### src/include/povc_consts.svh
// Purpose: constants for the pll override and oscillator calibration control block
// Assumes: 10 MHz register clock, byte wide register port
// Notes:   offsets are byte addresses of the serial register map
// Functional notes
// - override enable 0 uses pins; 1 uses register override fields.
// - d select codes: 0 off, 1 divide 1, 2 divide 2, 3 divide 4.
// - d select acts only in override mode; otherwise pins decide.
// - d output never clocks unless c output is clocking.
// - c select codes: 0 off, 1 divide 1, 2 divide 2, 3 divide 4.
// - c select acts only in override mode; otherwise pins decide.
// - override mode: reference-type bit 1 picks single-ended reference input.
// - override mode: pll-enable bit 1 enables the pll.
// - seven-bit trim field, overwritten by the calibration result.
// - trim readable after calibration and may be written back later.
// - three-bit settle field, default 4, longer wait for larger values.
// - calibration starts when programming reset written 0 with enable set.
// - calibration tunes trim to centre the oscillator frequency.
// - done status reads 1 after completion or when calibration skipped.
`ifndef POVC_CONSTS_SVH
`define POVC_CONSTS_SVH

// ****************************************
// register offsets
// ****************************************
`define POVC_OFS_OVERRIDE     8'h58
`define POVC_OFS_TRIM         8'h59
`define POVC_OFS_PROG_RESET   8'h5c
`define POVC_OFS_CAL_CTRL     8'h5d
`define POVC_OFS_CAL_STATUS   8'h5e

// ****************************************
// reset values
// ****************************************
`define POVC_RST_OVERRIDE     8'h00
`define POVC_RST_TRIM         7'h00
`define POVC_RST_PROG_RESET   1'b0
`define POVC_RST_CAL_CTRL     8'h40

// ****************************************
// field positions
// ****************************************
`define POVC_OVR_EN_BIT       7
`define POVC_OVR_D_HI         5
`define POVC_OVR_D_LO         4
`define POVC_OVR_C_HI         3
`define POVC_OVR_C_LO         2
`define POVC_OVR_SE_BIT       1
`define POVC_OVR_PLL_EN_BIT   0
`define POVC_CAL_STL_HI       6
`define POVC_CAL_STL_LO       4
`define POVC_CAL_EN_BIT       0
`define POVC_TRIM_MSB         6

// ****************************************
// timing
// ****************************************
`define POVC_CLK_PERIOD_NS    100
`define POVC_SETTLE_UNIT_NS   1000
`define POVC_SETTLE_UNIT_CYC  ((`POVC_SETTLE_UNIT_NS + `POVC_CLK_PERIOD_NS - 1) / `POVC_CLK_PERIOD_NS)

`endif

### src/include/povc_pkg.sv
// Purpose: types for the pll override and oscillator calibration control block
// Assumes: nothing
// Notes:   register port request travels as one struct
package povc_pkg;

  typedef struct packed {
    logic       wr;
    logic       rd;
    logic [7:0] addr;
    logic [7:0] wdata;
  } povc_req_s;

  typedef enum logic [1:0] {
    POVC_REF_OFF,
    POVC_REF_DIV1,
    POVC_REF_DIV2,
    POVC_REF_DIV4
  } povc_div_e;

endpackage

### src/design/povc_ctrl.sv
// Purpose: pin override selection, programming reset and oscillator trim calibration
// Assumes: register port decoded from the serial interface, inputs synchronous
// Notes:   analog pll, dividers and frequency comparator sit outside
`timescale 1ns/1ps
`default_nettype none
`include "povc_consts.svh"

module povc_ctrl (
  input  wire logic              clock_in,
  input  wire logic              resetn_in,
  input  wire povc_pkg::povc_req_s reg_req_in,
  output logic [7:0]             reg_rdata_out,
  input  wire logic              pll_enable_pin_in,
  input  wire logic              ref_single_ended_pin_in,
  input  wire logic              clock_cfg_pin_0_in,
  input  wire logic              clock_cfg_pin_1_in,
  input  wire logic              osc_too_fast_in,
  output logic                   pll_enable_out,
  output logic                   ref_single_ended_sel_out,
  output logic [1:0]             ref_out_c_div_sel_out,
  output logic [1:0]             ref_out_d_div_sel_out,
  output logic [6:0]             osc_freq_trim_out,
  output logic                   pll_program_reset_out,
  output logic                   osc_cal_busy_out,
  output logic                   osc_cal_done_out
);

  typedef enum logic [1:0] {
    POVC_ST_IDLE,
    POVC_ST_SETTLE,
    POVC_ST_EVAL,
    POVC_ST_DONE
  } povc_state_e;

  localparam int unsigned SETTLE_UNIT = `POVC_SETTLE_UNIT_CYC;

  logic [7:0]   override_r;
  logic [6:0]   osc_freq_trim_field_r;
  logic         pll_program_reset_bit_r;
  logic [7:0]   osc_cal_control_reg_r;
  logic         osc_cal_done_r;
  povc_state_e  state_r;
  logic [2:0]   bit_idx_r;
  logic [10:0]  settle_cnt_r;
  logic [7:0]   rdata_r;
  logic [7:0]   pll_out_r;

  logic         wr_override;
  logic         wr_trim;
  logic         wr_prog_reset;
  logic         wr_cal_ctrl;
  logic         cal_start;
  logic         cal_skip;
  logic         osc_cal_enable;
  logic [2:0]   osc_cal_settle_sel;
  logic [10:0]  settle_len;
  logic         pll_cfg_override_en;
  logic [1:0]   pin_c_sel;
  logic [1:0]   pin_d_sel;
  logic [1:0]   c_sel;
  logic [1:0]   d_sel;

  // ****************************************
  // register decode
  // ****************************************
  assign wr_override   = reg_req_in.wr && (reg_req_in.addr == `POVC_OFS_OVERRIDE);
  assign wr_trim       = reg_req_in.wr && (reg_req_in.addr == `POVC_OFS_TRIM);
  assign wr_prog_reset = reg_req_in.wr && (reg_req_in.addr == `POVC_OFS_PROG_RESET);
  assign wr_cal_ctrl   = reg_req_in.wr && (reg_req_in.addr == `POVC_OFS_CAL_CTRL);

  assign osc_cal_enable     = osc_cal_control_reg_r[`POVC_CAL_EN_BIT];
  assign osc_cal_settle_sel = osc_cal_control_reg_r[`POVC_CAL_STL_HI:`POVC_CAL_STL_LO];
  // release of programming reset launches or skips calibration
  assign cal_start = wr_prog_reset && pll_program_reset_bit_r && !reg_req_in.wdata[0]
                     && osc_cal_enable;
  assign cal_skip  = wr_prog_reset && pll_program_reset_bit_r && !reg_req_in.wdata[0]
                     && !osc_cal_enable;
  // wait grows linearly with the settle field, never zero
  assign settle_len = 11'((32'(osc_cal_settle_sel) + 32'd1) * SETTLE_UNIT);

  // reserved bits are stored as zero, so a careless write cannot leak into them
  always_ff @(posedge clock_in or negedge resetn_in) begin
    if (!resetn_in) begin
      override_r <= `POVC_RST_OVERRIDE;
    end else if (wr_override) begin
      override_r <= reg_req_in.wdata & 8'hbf;
    end
  end

  always_ff @(posedge clock_in or negedge resetn_in) begin
    if (!resetn_in) begin
      pll_program_reset_bit_r <= `POVC_RST_PROG_RESET;
    end else if (wr_prog_reset) begin
      pll_program_reset_bit_r <= reg_req_in.wdata[0];
    end
  end

  // control writes are taken at any time; keeping them under reset is software's job
  always_ff @(posedge clock_in or negedge resetn_in) begin
    if (!resetn_in) begin
      osc_cal_control_reg_r <= `POVC_RST_CAL_CTRL;
    end else if (wr_cal_ctrl) begin
      osc_cal_control_reg_r <= reg_req_in.wdata & 8'h71;
    end
  end

  // ****************************************
  // calibration engine
  // ****************************************
  always_ff @(posedge clock_in or negedge resetn_in) begin
    if (!resetn_in) begin
      state_r      <= POVC_ST_IDLE;
      bit_idx_r    <= 3'h0;
      settle_cnt_r <= 11'h000;
    end else if (pll_program_reset_bit_r && !wr_prog_reset) begin
      state_r      <= POVC_ST_IDLE;
      bit_idx_r    <= 3'h0;
      settle_cnt_r <= 11'h000;
    end else begin
      case (state_r)
        POVC_ST_IDLE: begin
          if (cal_start) begin
            state_r      <= POVC_ST_SETTLE;
            bit_idx_r    <= 3'(`POVC_TRIM_MSB);
            settle_cnt_r <= settle_len;
          end
        end
        POVC_ST_SETTLE: begin
          if (settle_cnt_r == 11'h001) begin
            state_r <= POVC_ST_EVAL;
          end
          settle_cnt_r <= settle_cnt_r - 11'h001;
        end
        POVC_ST_EVAL: begin
          if (bit_idx_r == 3'h0) begin
            state_r <= POVC_ST_DONE;
          end else begin
            state_r      <= POVC_ST_SETTLE;
            bit_idx_r    <= bit_idx_r - 3'h1;
            settle_cnt_r <= settle_len;
          end
        end
        POVC_ST_DONE: begin
          state_r <= POVC_ST_DONE;
        end
        default: begin
          state_r <= POVC_ST_IDLE;
        end
      endcase
    end
  end

  // successive approximation: try each bit high, drop it if the oscillator runs fast
  always_ff @(posedge clock_in or negedge resetn_in) begin
    if (!resetn_in) begin
      osc_freq_trim_field_r <= `POVC_RST_TRIM;
    end else if (cal_start) begin
      osc_freq_trim_field_r <= 7'h40;
    end else if (state_r == POVC_ST_EVAL) begin
      if (osc_too_fast_in) begin
        osc_freq_trim_field_r[bit_idx_r] <= 1'b0;
      end
      if (bit_idx_r != 3'h0) begin
        osc_freq_trim_field_r[bit_idx_r - 3'h1] <= 1'b1;
      end
    end else if (wr_trim && !osc_cal_busy_out) begin
      // writes during a run are dropped to protect the search
      osc_freq_trim_field_r <= reg_req_in.wdata[6:0];
    end
  end

  always_ff @(posedge clock_in or negedge resetn_in) begin
    if (!resetn_in) begin
      osc_cal_done_r <= 1'b0;
    // a search cut short by a fresh programming reset must not report done
    end else if ((state_r == POVC_ST_EVAL && bit_idx_r == 3'h0 && !pll_program_reset_bit_r)
                 || cal_skip) begin
      osc_cal_done_r <= 1'b1;
    end else if (pll_program_reset_bit_r || cal_start) begin
      osc_cal_done_r <= 1'b0;
    end
  end

  // ****************************************
  // pin or register control of the pll
  // ****************************************
  assign pll_cfg_override_en = override_r[`POVC_OVR_EN_BIT];
  // pin code: 00 both off, 01 c/1, 10 c/2 d/2, 11 c/4 d/4
  assign pin_c_sel = {clock_cfg_pin_1_in, clock_cfg_pin_0_in};
  assign pin_d_sel = clock_cfg_pin_1_in ? pin_c_sel : 2'(povc_pkg::POVC_REF_OFF);
  assign c_sel = pll_cfg_override_en ? override_r[`POVC_OVR_C_HI:`POVC_OVR_C_LO]
                                     : pin_c_sel;
  assign d_sel = pll_cfg_override_en ? override_r[`POVC_OVR_D_HI:`POVC_OVR_D_LO]
                                     : pin_d_sel;

  always_ff @(posedge clock_in or negedge resetn_in) begin
    if (!resetn_in) begin
      pll_out_r <= 8'h00;
    end else begin
      pll_out_r[0]   <= pll_cfg_override_en ? override_r[`POVC_OVR_PLL_EN_BIT]
                                            : pll_enable_pin_in;
      pll_out_r[1]   <= pll_cfg_override_en ? override_r[`POVC_OVR_SE_BIT]
                                            : ref_single_ended_pin_in;
      pll_out_r[3:2] <= c_sel;
      pll_out_r[5:4] <= (c_sel == 2'(povc_pkg::POVC_REF_OFF)) ?
                        2'(povc_pkg::POVC_REF_OFF) : d_sel;
      pll_out_r[7:6] <= 2'b00;
    end
  end

  // ****************************************
  // read back
  // ****************************************
  always_ff @(posedge clock_in or negedge resetn_in) begin
    if (!resetn_in) begin
      rdata_r <= 8'h00;
    end else if (reg_req_in.rd) begin
      case (reg_req_in.addr)
        `POVC_OFS_OVERRIDE:   rdata_r <= override_r;
        `POVC_OFS_TRIM:       rdata_r <= {1'b0, osc_freq_trim_field_r};
        `POVC_OFS_PROG_RESET: rdata_r <= {7'h00, pll_program_reset_bit_r};
        `POVC_OFS_CAL_CTRL:   rdata_r <= osc_cal_control_reg_r;
        `POVC_OFS_CAL_STATUS: rdata_r <= {7'h00, osc_cal_done_r};
        default:              rdata_r <= 8'h00;
      endcase
    end
  end

  assign reg_rdata_out            = rdata_r;
  assign pll_enable_out           = pll_out_r[0];
  assign ref_single_ended_sel_out = pll_out_r[1];
  assign ref_out_c_div_sel_out    = pll_out_r[3:2];
  assign ref_out_d_div_sel_out    = pll_out_r[5:4];
  assign osc_freq_trim_out        = osc_freq_trim_field_r;
  assign pll_program_reset_out    = pll_program_reset_bit_r;
  assign osc_cal_busy_out         = (state_r == POVC_ST_SETTLE) || (state_r == POVC_ST_EVAL);
  assign osc_cal_done_out         = osc_cal_done_r;

endmodule
`default_nettype wire

### config.mk
export PLATFORM = sky130hd
export DESIGN_NAME = povc_ctrl
export DESIGN_NICKNAME = d
export VERILOG_FILES = /design/src/include/povc_pkg.sv /design/src/design/povc_ctrl.sv
export VERILOG_INCLUDE_DIRS = /design/src /design/src/include
export SDC_FILE = /design/constraint.sdc
export NUM_CORES = 1
export LEC_CHECK = 0
export BUFFER_PORTS_ARGS = -buffer_cell sky130_fd_sc_hd__buf_2
export CORE_MARGIN = 1
export CORE_UTILIZATION = 40
export DETAILED_ROUTE_END_ITERATION = 10
export PLACE_DENSITY = 0.59
export SETUP_SLACK_MARGIN = 0.05
export SKIP_CTS_REPAIR_TIMING = 1
export SLEW_MARGIN = 20
export SYNTH_ARGS = -nofsm -noshare
export SYNTH_HDL_FRONTEND = slang
export SYNTH_SLANG_ARGS = --single-unit
### constraint.sdc
create_clock -name clock_in -period 2.3 [get_ports clock_in]
set_clock_uncertainty 0.05 [all_clocks]
set_input_delay 0.46 -clock clock_in [delete_from_list [all_inputs] [get_ports clock_in]]
set_output_delay 0.46 -clock clock_in [all_outputs]
set_load 0.1 [all_outputs]
Word-level counts from Yosys, hierarchy flattened --
Index checks and enable logic that the tools add are counted. W data, S select, Z words.
Storage, ports and cells: output and inout port bits 24, flip-flop bits (word level) 50, logic and storage cells 99
Operators by class: multiplexer cells 33, multiply operators 1, reductions and logical operators 33, bitwise gates (word level) 3, add/sub/neg operators 3, eq/ne operators 12, magnitude comparators 4
Operators by type and width (number):
- $mux W7 | 7
- $eq A8 B7 Y1 const B | 5
- $pmux W8 S5 | 1
- $mux W11 | 3
- $pmux W11 S3 | 1
- $mux W2 | 8
- $logic_and A1 B1 Y1 | 14
- $eq A11 B1 Y1 const B | 1
- $sub A11 B1 Y11 const B | 1
- $mux W3 | 3
- $ne A3 B3 Y1 const B | 3
- $reduce_bool A3 Y1 | 3
- $lt A3 B4 Y1 const B | 2
- $pmux W2 S4 | 1
- $and A7 B7 Y7 | 1
- $mul A4 B3 Y7 const B | 1
- $not A7 Y7 | 1
- $or A7 B7 Y7 | 1
- $demux W1 S3 | 2
- $ge A3 B1 Y1 const B | 2
- $mux W1 | 6
- $pmux W3 S2 | 1
- $reduce_and A3 Y1 | 2
- $logic_not A1 Y1 | 5
- 10 further kinds | 14

Logic depth before layout (Yosys ltp) --
Gate-level depths: netlist of the first run.
depth in word-level cells 13, gate-level depth with buffers 9, depth with buffers taken out 9

Worst setup path before layout of the first run --
OpenSTA, ideal clock, no wires.
path kind reg-to-reg, start point register state_r[0], end point register osc_freq_trim_field_r[5] (netlist: osc_freq_trim_out[5]), arrival 2446 ps, library setup time 120 ps, cell stages (with the launch flop) 7, setup slack -316 ps, clock period less this slack 2616 ps, cells stage by stage dfrtp_1 inv_1 ha_1 or4_1 clkbuf_1 mux2_2 o211a_1
On the way: word-level cells in the longest chain between the ends 5, elaborated cells on any way between the ends 8, those cells by class 2 x eq/ne; 2 x mux; 4 x reduce/logical
Ends and longest elaborated chain:
- start, declared | RTL line povc_ctrl.sv:42 | povc_state_e state_r;
- start signal, assigned | RTL line povc_ctrl.sv:112 | state_r <= POVC_ST_IDLE;
- start signal, assigned | RTL line povc_ctrl.sv:116 | state_r <= POVC_ST_IDLE;
- start signal, assigned | RTL line povc_ctrl.sv:123 | state_r <= POVC_ST_SETTLE;
- $eq A2 B1 Y1 or $eq A2 B2 Y1 (tied branches) | RTL line povc_ctrl.sv:236 | assign osc_cal_busy_out = (state_r == POVC_ST_SETTLE) || (state_r == POVC_ST_EVAL);
- $logic_or A1 B1 Y1 * | RTL line povc_ctrl.sv:236
- net osc_cal_busy_out | RTL line povc_ctrl.sv:24 | output logic osc_cal_busy_out,
- $logic_not A1 Y1 * | RTL line povc_ctrl.sv:166 | end else if (wr_trim && !osc_cal_busy_out) begin
- $logic_and A1 B1 Y1 * | RTL line povc_ctrl.sv:166
- $reduce_bool A3 Y1 (no source line) *
- end signal, assigned | RTL line povc_ctrl.sv:156 | osc_freq_trim_field_r <= `POVC_RST_TRIM;
- end signal, assigned | RTL line povc_ctrl.sv:168 | osc_freq_trim_field_r <= reg_req_in.wdata[6:0];
- end, declared | RTL line povc_ctrl.sv:38 | logic [6:0] osc_freq_trim_field_r;
The timed path passes the listed nets; every way through them passes the cells marked *. A chain may end at the register's enable or synchronous reset.

Worst setup path in the final report of the first run --
start point register osc_cal_control_reg_r[4], end point register settle_cnt_r[5]
On the way: word-level cells in the longest chain between the ends 5, elaborated cells on any way between the ends 6, those cells by class 1 x add/sub; 1 x mul; 4 x mux
Ends and longest elaborated chain:
- start, declared | RTL line povc_ctrl.sv:40 | logic [7:0] osc_cal_control_reg_r;
- start signal, assigned | RTL line povc_ctrl.sv:101 | osc_cal_control_reg_r <= `POVC_RST_CAL_CTRL;
- start signal, assigned | RTL line povc_ctrl.sv:103 | osc_cal_control_reg_r <= reg_req_in.wdata & 8'h71;
- $add A3 B1 Y4 * | RTL line povc_ctrl.sv:79 | assign settle_len = 11'((32'(osc_cal_settle_sel) + 32'd1) * SETTLE_UNIT);
- $mul A4 B3 Y7 * | RTL line povc_ctrl.sv:79
- $mux W11 (on tied branches) | RTL line povc_ctrl.sv:135, povc_ctrl.sv:122
- $pmux W11 S3 * | RTL line povc_ctrl.sv:120 | case (state_r)
- $mux W11 * | RTL line povc_ctrl.sv:115 | end else if (pll_program_reset_bit_r && !wr_prog_reset) begin
- end signal, assigned | RTL line povc_ctrl.sv:125 | settle_cnt_r <= settle_len;
- end signal, assigned | RTL line povc_ctrl.sv:132 | settle_cnt_r <= settle_cnt_r - 11'h001;
- end signal, assigned | RTL line povc_ctrl.sv:140 | settle_cnt_r <= settle_len;
- end, declared | RTL line povc_ctrl.sv:44 | logic [10:0] settle_cnt_r;
Every way passes the cells marked *; elsewhere a longest branch is shown, timed or not. The select of a mux whose other input is x is not followed.

==> results of run 1 <==
==> final cells by class <==
class	instances	area, um^2	area share (%)
tap	99	123.9	3.227
clock inverter	3	26.28	0.6845
sequential	50	1257	32.76
multi-input combinational	233	1817	47.33
inverter	24	90.09	2.347
clock buffer	5	68.82	1.793
timing repair buffer	75	455.4	11.86
==> state kept, by name (all words and copies together) (netlist names) <==
signal                 count
settle_cnt_r              11
reg_rdata_out              8
osc_freq_trim_out          7
override_r                 7
pll_out_r                  6
osc_cal_control_reg_r      4
bit_idx_r                  3
state_r                    2
osc_cal_done_out           1
pll_program_reset_out      1
==> report_power, final <==
part	internal, mW	switching (mW)
Combinational	0.758	1.53
Clock	0.224	0.322
Sequential	1.07	0.256
Total	2.05	2.11
==> cells by family (layout without fill, tap and decap cells) <==
logic type / count (synthesis) / count (layout) / share of synthesized area (%)
and+or+nand+nor: 97 / 97 / 17.22
adders and majority gates: 13 / 13 / 5.407
muxes: 32 / 32 / 10.93
xor gates and xnor gates: 2 / 2 / 0.5568
DFF: 50 / 50 / 39.80
AOI/OAI and AO/OA: 89 / 89 / 20.56
buffers and inverters: 44 / 107 / 5.527
==> worst min-delay path by stage <==
stage / to / slack, ps / depth (start not counted)
2_1_floorplan: bit_idx_r[0]$_DFFE_PN0P_ / 110 / 0
3_3_place_gp: reg_rdata_out[6]$_DFFE_PN0P_ / 440 / 1
3_5_place_dp: reg_rdata_out[6]$_DFFE_PN0P_ / 450 / 1
4_1_cts: settle_cnt_r[4]$_DFFE_PN0P_ / 160 / 1
5_1_grt: settle_cnt_r[4]$_DFFE_PN0P_ / 190 / 1
6_report: settle_cnt_r[4]$_DFFE_PN0P_ / 140 / 1
==> per-layer routing <==
metal	global-route usage (%)	up-vias	routed length, um	part of all wire [%]
li1	-	1332	-	-
met1	28.65	1326	3909	49
met5	0	-	0	0
met3	2.778	7	358	4.5
met4	5.376	0	82	1.0
met2	30.37	75	3641	46
==> critical path: cells and delay by family (launching register included) <==
kind | cells | cell delay [ps]
buf+inv | 1 | 50
flops | 1 | 460
fa+ha+maj | 4 | 1130
compound gates | 2 | 510
==> stage by stage <==
step | setup WS (ps) | setup TNS, ps
after floorplan | 58.94 | 0
after global placement | 52.71 | 0
after detailed placement | -10.35 | -10.35
after CTS | -28.73 | -28.73
after global routing | -18.91 | -18.91
final | 41.84 | 0
==> synth_stat cells, types with 10 or more instances <==
cell	count
sky130_fd_sc_hd__mux2_2	19
sky130_fd_sc_hd__nor2_1	17
sky130_fd_sc_hd__nand2_1	20
sky130_fd_sc_hd__inv_1	24
sky130_fd_sc_hd__a21oi_1	17
sky130_fd_sc_hd__nand3_1	10
sky130_fd_sc_hd__ha_1	12
sky130_fd_sc_hd__mux2i_1	13
sky130_fd_sc_hd__o21ai_0	14
sky130_fd_sc_hd__dfrtp_1	49
sky130_fd_sc_hd__clkbuf_1	18
==> summary.md, run 1 <==
| Metric | Value |
|---|---|
| Result of the run | complete, no violations |
| Final critical-path share of the clock period | 98.18% |
| Synth warn | 0 |
| Commonest cells after routing, fill and taps aside | 48 x sky130_fd_sc_hd__buf_2, 47 x sky130_fd_sc_hd__dfrtp_1, 26 x sky130_fd_sc_hd__buf_4 |
| Critical path data required time | 2500 ps |
| R2r setup slk | 40 ps |
| CP Cell Sequence | ha_4, ha_4, ha_4, inv_2, fa_2, a2111oi_4, a221o_1 |
| Count of unresolved DRC violations after routing | 0 |
| Crit. Startpoint | osc_cal_control_reg_r[4]$_DFFE_PN0P_ |
| Cell area after placement | 3659 um^2 |
| Synthesized area | 3147 um^2 |
| # placed instances | 478 |
| 1st-pass router iterations | 5 |
| Count of different cell masters after synthesis | 65 |
| Pin count of the biggest net entering global routing | 29 |
| Die Y-Extent | 90.70 um |
| Clock-pin slew reported for the worst setup and hold paths after clock tree synthesis | 100 ps |
| Vias per cell | 5.603 |
| Setup repair after global routing missed its margin | yes |
| Core Footprint | 7408 um^2 |
| Crit-path slowest cell | sky130_fd_sc_hd__dfrtp_2 |
| Pwr/cell area | 1085 nW/um^2 |
| Die Area | 8226 um^2 |
| Leakage component of the power | 1.753 nW |
| Syn nets | 365 |
| Post-synthesis cell count | 327 |
| Average size of a mapped cell | 9.623 um^2 |
| Critical path destination | settle_cnt_r[5]$_DFFE_PN0P_ |
| Number of buffers inserted during clock tree synthesis | 5 |
| Share of the yosys chip area belonging to registers | 39.80% |
| R2R depth | 7 |
| Num rows | 31 |
| Fin nets | 427 |
| Number of global-route vias before repair | 2582 |
| Overall track demand over capacity in global routing | 19.68% |
| Predominant post-synthesis flop cell | sky130_fd_sc_hd__dfrtp_1 |
| Async set-or-reset flop fraction in the synthesized netlist | 100.0% |
| Fill cells | 707 |
| Boundary Pins | 49 |
| DPL Wire Length | 6000 um |
| Largest cells by area after synthesis | sky130_fd_sc_hd__dfrtp_1 39%, sky130_fd_sc_hd__mux2_2 6.8%, sky130_fd_sc_hd__ha_1 4.8% |
| Count of buffers from port buffering | 48 |
| Hold Fails Final Rpt | 0 |
| Number of max-capacitance violations reported | 0 |
| Num Clock Sinks | 50 |
| Via count | 2740 |
| Hold Worst Slack | 143.3 ps |
| Slew headroom | 48.50% |
| Final standard cell count with taps included and fillers excluded | 489 |
| Root Driver | sky130_fd_sc_hd__clkbuf_8 |
| CP dominant cell by count | sky130_fd_sc_hd__ha_4 |
| Peak clock frequency supported by timing | 0.4428 GHz |
| Capture instance of the worst register-to-register path | settle_cnt_r[5]$_DFFE_PN0P_ |
| Fin crit period | 2258 ps |
| Horizontal die dimension | 90.70 um |
| Category of the critical setup timing path | reg -> reg |
| Total Routed Length | 7991 um |
| Final setup violating endpoints | 0 |
| Fraction of synthesized cell area taken by the top area cell type | 38.97% |
| Startpoint of the worst register-to-register path | osc_cal_control_reg_r[4]$_DFFE_PN0P_ |
| Post-synthesis to final-layout area growth | 21.99% |
| Post-DRT Antenna Nets | 0 |
| CTS max path bufs | 2 |
| Design area | 3839 um^2 |
| Data arrival time of the critical path | 2460 ps |
| 1st-iter DRT viols | 113 |
| Startpoint class of the critical path | register |
| Number of enable flip-flop cells after synthesis | 0 |
| Biggest area consumer among synthesized cells | sky130_fd_sc_hd__dfrtp_1 |
| DR WL/cell | 16.34 um |
| Initial standard-cell utilization of the core | 42.48% |
| Worst setup EP type | register |
| Actual transition at the worst max-transition pin | 770.9 ps |
| Final weighted congestion in routability-driven placement | 0.8418 |
| Largest driver fanout on the critical path | 4 |
| Most common library cell in the layout ignoring fill and taps | sky130_fd_sc_hd__buf_2 |
| TritonCTS clock tree | yes |
| IR Drop Worst-Case VDD | 0.6196 mV |
| Final core utilization | 51.82% |
| H-Tree Depth | 2 |
| Pins over their slew limit | 0 |
| Flip-flop and latch count after synthesis | 50 |
| Largest incremental delay on the critical path | 460 ps |
| Number of antenna violations at the first check in global routing | 0 |
| Power consumption | 4.164 mW |
| Wire length of the first global-routing pass | 13020 um |
| Class of the tightest hold or removal check | in -> async |
| Congestion Overflow GR | 0 |
| Fraction of final layout cells with drive strength greater than 1 | 31.03% |
| Antenna diode count | 0 |
| Insertion delay to the later sink of the worst-skew pair | 310 ps |
No activity file was read; power rests on OpenSTA's default activity.
==> run 2: changes to the inputs <==
--- a/config.mk
+++ b/config.mk
@@ -8,9 +8,9 @@
 export LEC_CHECK = 0
 export BUFFER_PORTS_ARGS = -buffer_cell sky130_fd_sc_hd__buf_2
 export CORE_MARGIN = 1
-export CORE_UTILIZATION = 40
+export CORE_UTILIZATION = 35
 export DETAILED_ROUTE_END_ITERATION = 10
-export PLACE_DENSITY = 0.59
+export PLACE_DENSITY = 0.53
 export SETUP_SLACK_MARGIN = 0.05
 export SKIP_CTS_REPAIR_TIMING = 1
 export SLEW_MARGIN = 20
==> run 2 against run 1 <==
Global-route usage decreased by 1.5 points. Cell count increased by 2.0%. Register-to-register slack got worse by 20 ps. Sequential power about the same. Hold slack got worse by 60 ps. Maximum frequency decreased by 1.0%. Sequential cell count unchanged. Total power increased by 3.1%. Non-clock buffer count increased by 1. Final area about the same. Largest cell class unchanged. Largest power group unchanged.
==> summary.md, run 2 (synthesis results as in run 1) <==
| Metric | Value |
|---|---|
| Largest driver fanout on the critical path | 4 |
| Vias per cell | 5.427 |
| Antenna diode count | 0 |
| Leakage component of the power | 1.766 nW |
| Fraction of final layout cells with drive strength greater than 1 | 30.43% |
| R2r setup slk | 20 ps |
| Total Routed Length | 8139 um |
| CP dominant cell by count | sky130_fd_sc_hd__ha_1 |
| Cell family contributing the most delay on the critical path | adder cells |
| Count of unresolved DRC violations after routing | 0 |
| Data arrival time of the critical path | 2430 ps |
| IR Drop Worst-Case VDD | 0.5785 mV |
| Crit. Startpoint | osc_cal_control_reg_r[5]$_DFFE_PN0P_ |
| Fill cells | 848 |
| Class of the tightest hold or removal check | in -> async |
| DPL Wire Length | 6187 um |
| Horizontal die dimension | 96.82 um |
| Total area of multi-input combinational cells | 1782 um^2 |
| Number of global-route vias before repair | 2603 |
| Final weighted congestion in routability-driven placement | 0.8279 |
| Pin count of the biggest net entering global routing | 29 |
| Setup repair after global routing missed its margin | yes |
| Routed length on met1 | 3927 um |
| Critical path data required time | 2450 ps |
| Startpoint of the worst register-to-register path | osc_cal_control_reg_r[5]$_DFFE_PN0P_ |
| Commonest cells after routing, fill and taps aside | 48 x sky130_fd_sc_hd__dfrtp_1, 48 x sky130_fd_sc_hd__buf_2, 27 x sky130_fd_sc_hd__buf_4 |
| Crit-path slowest cell | sky130_fd_sc_hd__fa_2 |
| Boundary Pins | 49 |
| Most flops, register | settle_cnt_r |
| CTS max path bufs | 2 |
| Peak clock frequency supported by timing | 0.4383 GHz |
| Insertion delay to the later sink of the worst-skew pair | 320 ps |
| Overall track demand over capacity in global routing | 18.20% |
| Count of buffers from port buffering | 48 |
| 1st-iter DRT viols | 126 |
| Post-synthesis to final-layout area growth | 22.03% |
| Root Driver | sky130_fd_sc_hd__clkbuf_8 |
| Pwr/cell area | 1118 nW/um^2 |
| Post-place setup slack | 18.21 ps |
| Worst Path Buf+Inv | 1 |
| Critical path destination | settle_cnt_r[5]$_DFFE_PN0P_ |
| Number of flip-flops in the largest register | 11 |
| H-Tree Depth | 2 |
| Actual transition at the worst max-transition pin | 582.7 ps |
| Fin crit period | 2281 ps |
| Die Y-Extent | 96.82 um |
| Total length of routed met3 wires | 313 um |
| Core Footprint | 8721 um^2 |
| R2R depth | 7 |
| Detail Route met2 WL | 3796 um |
| 1st-pass router iterations | 4 |
| Congestion Overflow GR | 0 |
| Hold Fails Final Rpt | 0 |
| Initial standard-cell utilization of the core | 36.08% |
| TritonCTS clock tree | yes |
| Largest incremental delay on the critical path | 540 ps |
| Total area of sequential cells | 1256 um^2 |
| Result of the run | complete, no violations |
| Number of max-capacitance violations reported | 0 |
| Final critical-path share of the clock period | 99.19% |
| Category of the critical setup timing path | reg -> reg |
| Worst setup slack after layout | 18.60 ps |
| Capture instance of the worst register-to-register path | settle_cnt_r[5]$_DFFE_PN0P_ |
| Wire length of the first global-routing pass | 13660 um |
| Slew headroom | 61.16% |
| Startpoint class of the critical path | register |
| Final core utilization | 44.03% |
| Via count | 2708 |
| CP Cell Sequence | ha_1, ha_1, ha_2, inv_2, fa_2, a2111oi_4, a221o_1 |
| Clock-pin slew reported for the worst setup and hold paths after clock tree synthesis | 100 ps |
| Number of buffers inserted during clock tree synthesis | 5 |
| Die Area | 9374 um^2 |
| Critical path depth | 7 |
| DR WL/cell | 16.31 um |
| Pins over their slew limit | 0 |
| Worst setup EP type | register |
| Fin nets | 428 |
| Number of antenna violations at the first check in global routing | 0 |
| Num Clock Sinks | 50 |
| Final setup violating endpoints | 0 |
| Top layer reached by signal wires | met4 |
| Num rows | 34 |
| Post-DRT Antenna Nets | 0 |
| Hold Worst Slack | 83.54 ps |
==> run 2: cell count changes in the layout (fill, tap and decap cells not counted), sizes merged <==
cell and delta:
inv -2, buf +1, bufinv +1, clkinvlp +2, clkinv -1
==> run 2: how the worst min path moves through the flow <==
stage	start	to	slack, ps	depth (start not counted)
5_1_grt	resetn_in	reg_rdata_out[5]$_DFFE_PN0P_	120	1
4_1_cts	resetn_in	state_r[0]$_DFFE_PN0P_	100	1
3_5_place_dp	resetn_in	reg_rdata_out[5]$_DFFE_PN0P_	440	1
3_3_place_gp	resetn_in	reg_rdata_out[5]$_DFFE_PN0P_	440	1
6_report	resetn_in	reg_rdata_out[4]$_DFFE_PN0P_	80	1
2_1_floorplan	resetn_in	bit_idx_r[0]$_DFFE_PN0P_	110	0
==> run 2: metrics by stage <==
stage                     area (um^2)  power (mW)  setup TNS [ps]  instances
after global routing             3840       4.594          -46.93        499
after detailed placement         3692       3.621               0        490
after global placement           3692       3.613               0        490
after floorplan                  3192       3.032               0        327
final                            3840       4.292               0        499
after CTS                        3806       4.287               0        498
==> run 2: layer usage <==
layer	vias to the layer above	GRT usage [%]
met4	0	5.166
met1	1311	25.49
met5	-	0
met2	61	29.09
li1	1329	-
met3	7	2.818
==> run 2: report_power, final <==
part,leakage [nW],internal [mW],switching (mW)
Combinational,1.08,0.789,1.51
Sequential,0.635,1.07,0.265
Clock,0.0504,0.324,0.331
Total,1.77,2.18,2.11
==> run 2: layout make-up <==
| class | count | area share (%) |
|---|---|---|
| clock buffers | 5 | 1.792 |
| well taps | 108 | 3.519 |
| inverters | 24 | 2.346 |
| clock inverters | 3 | 1.173 |
| flip-flops and latches | 50 | 32.71 |
| multi-input cells | 233 | 46.40 |
| repair buffers | 76 | 12.06 |
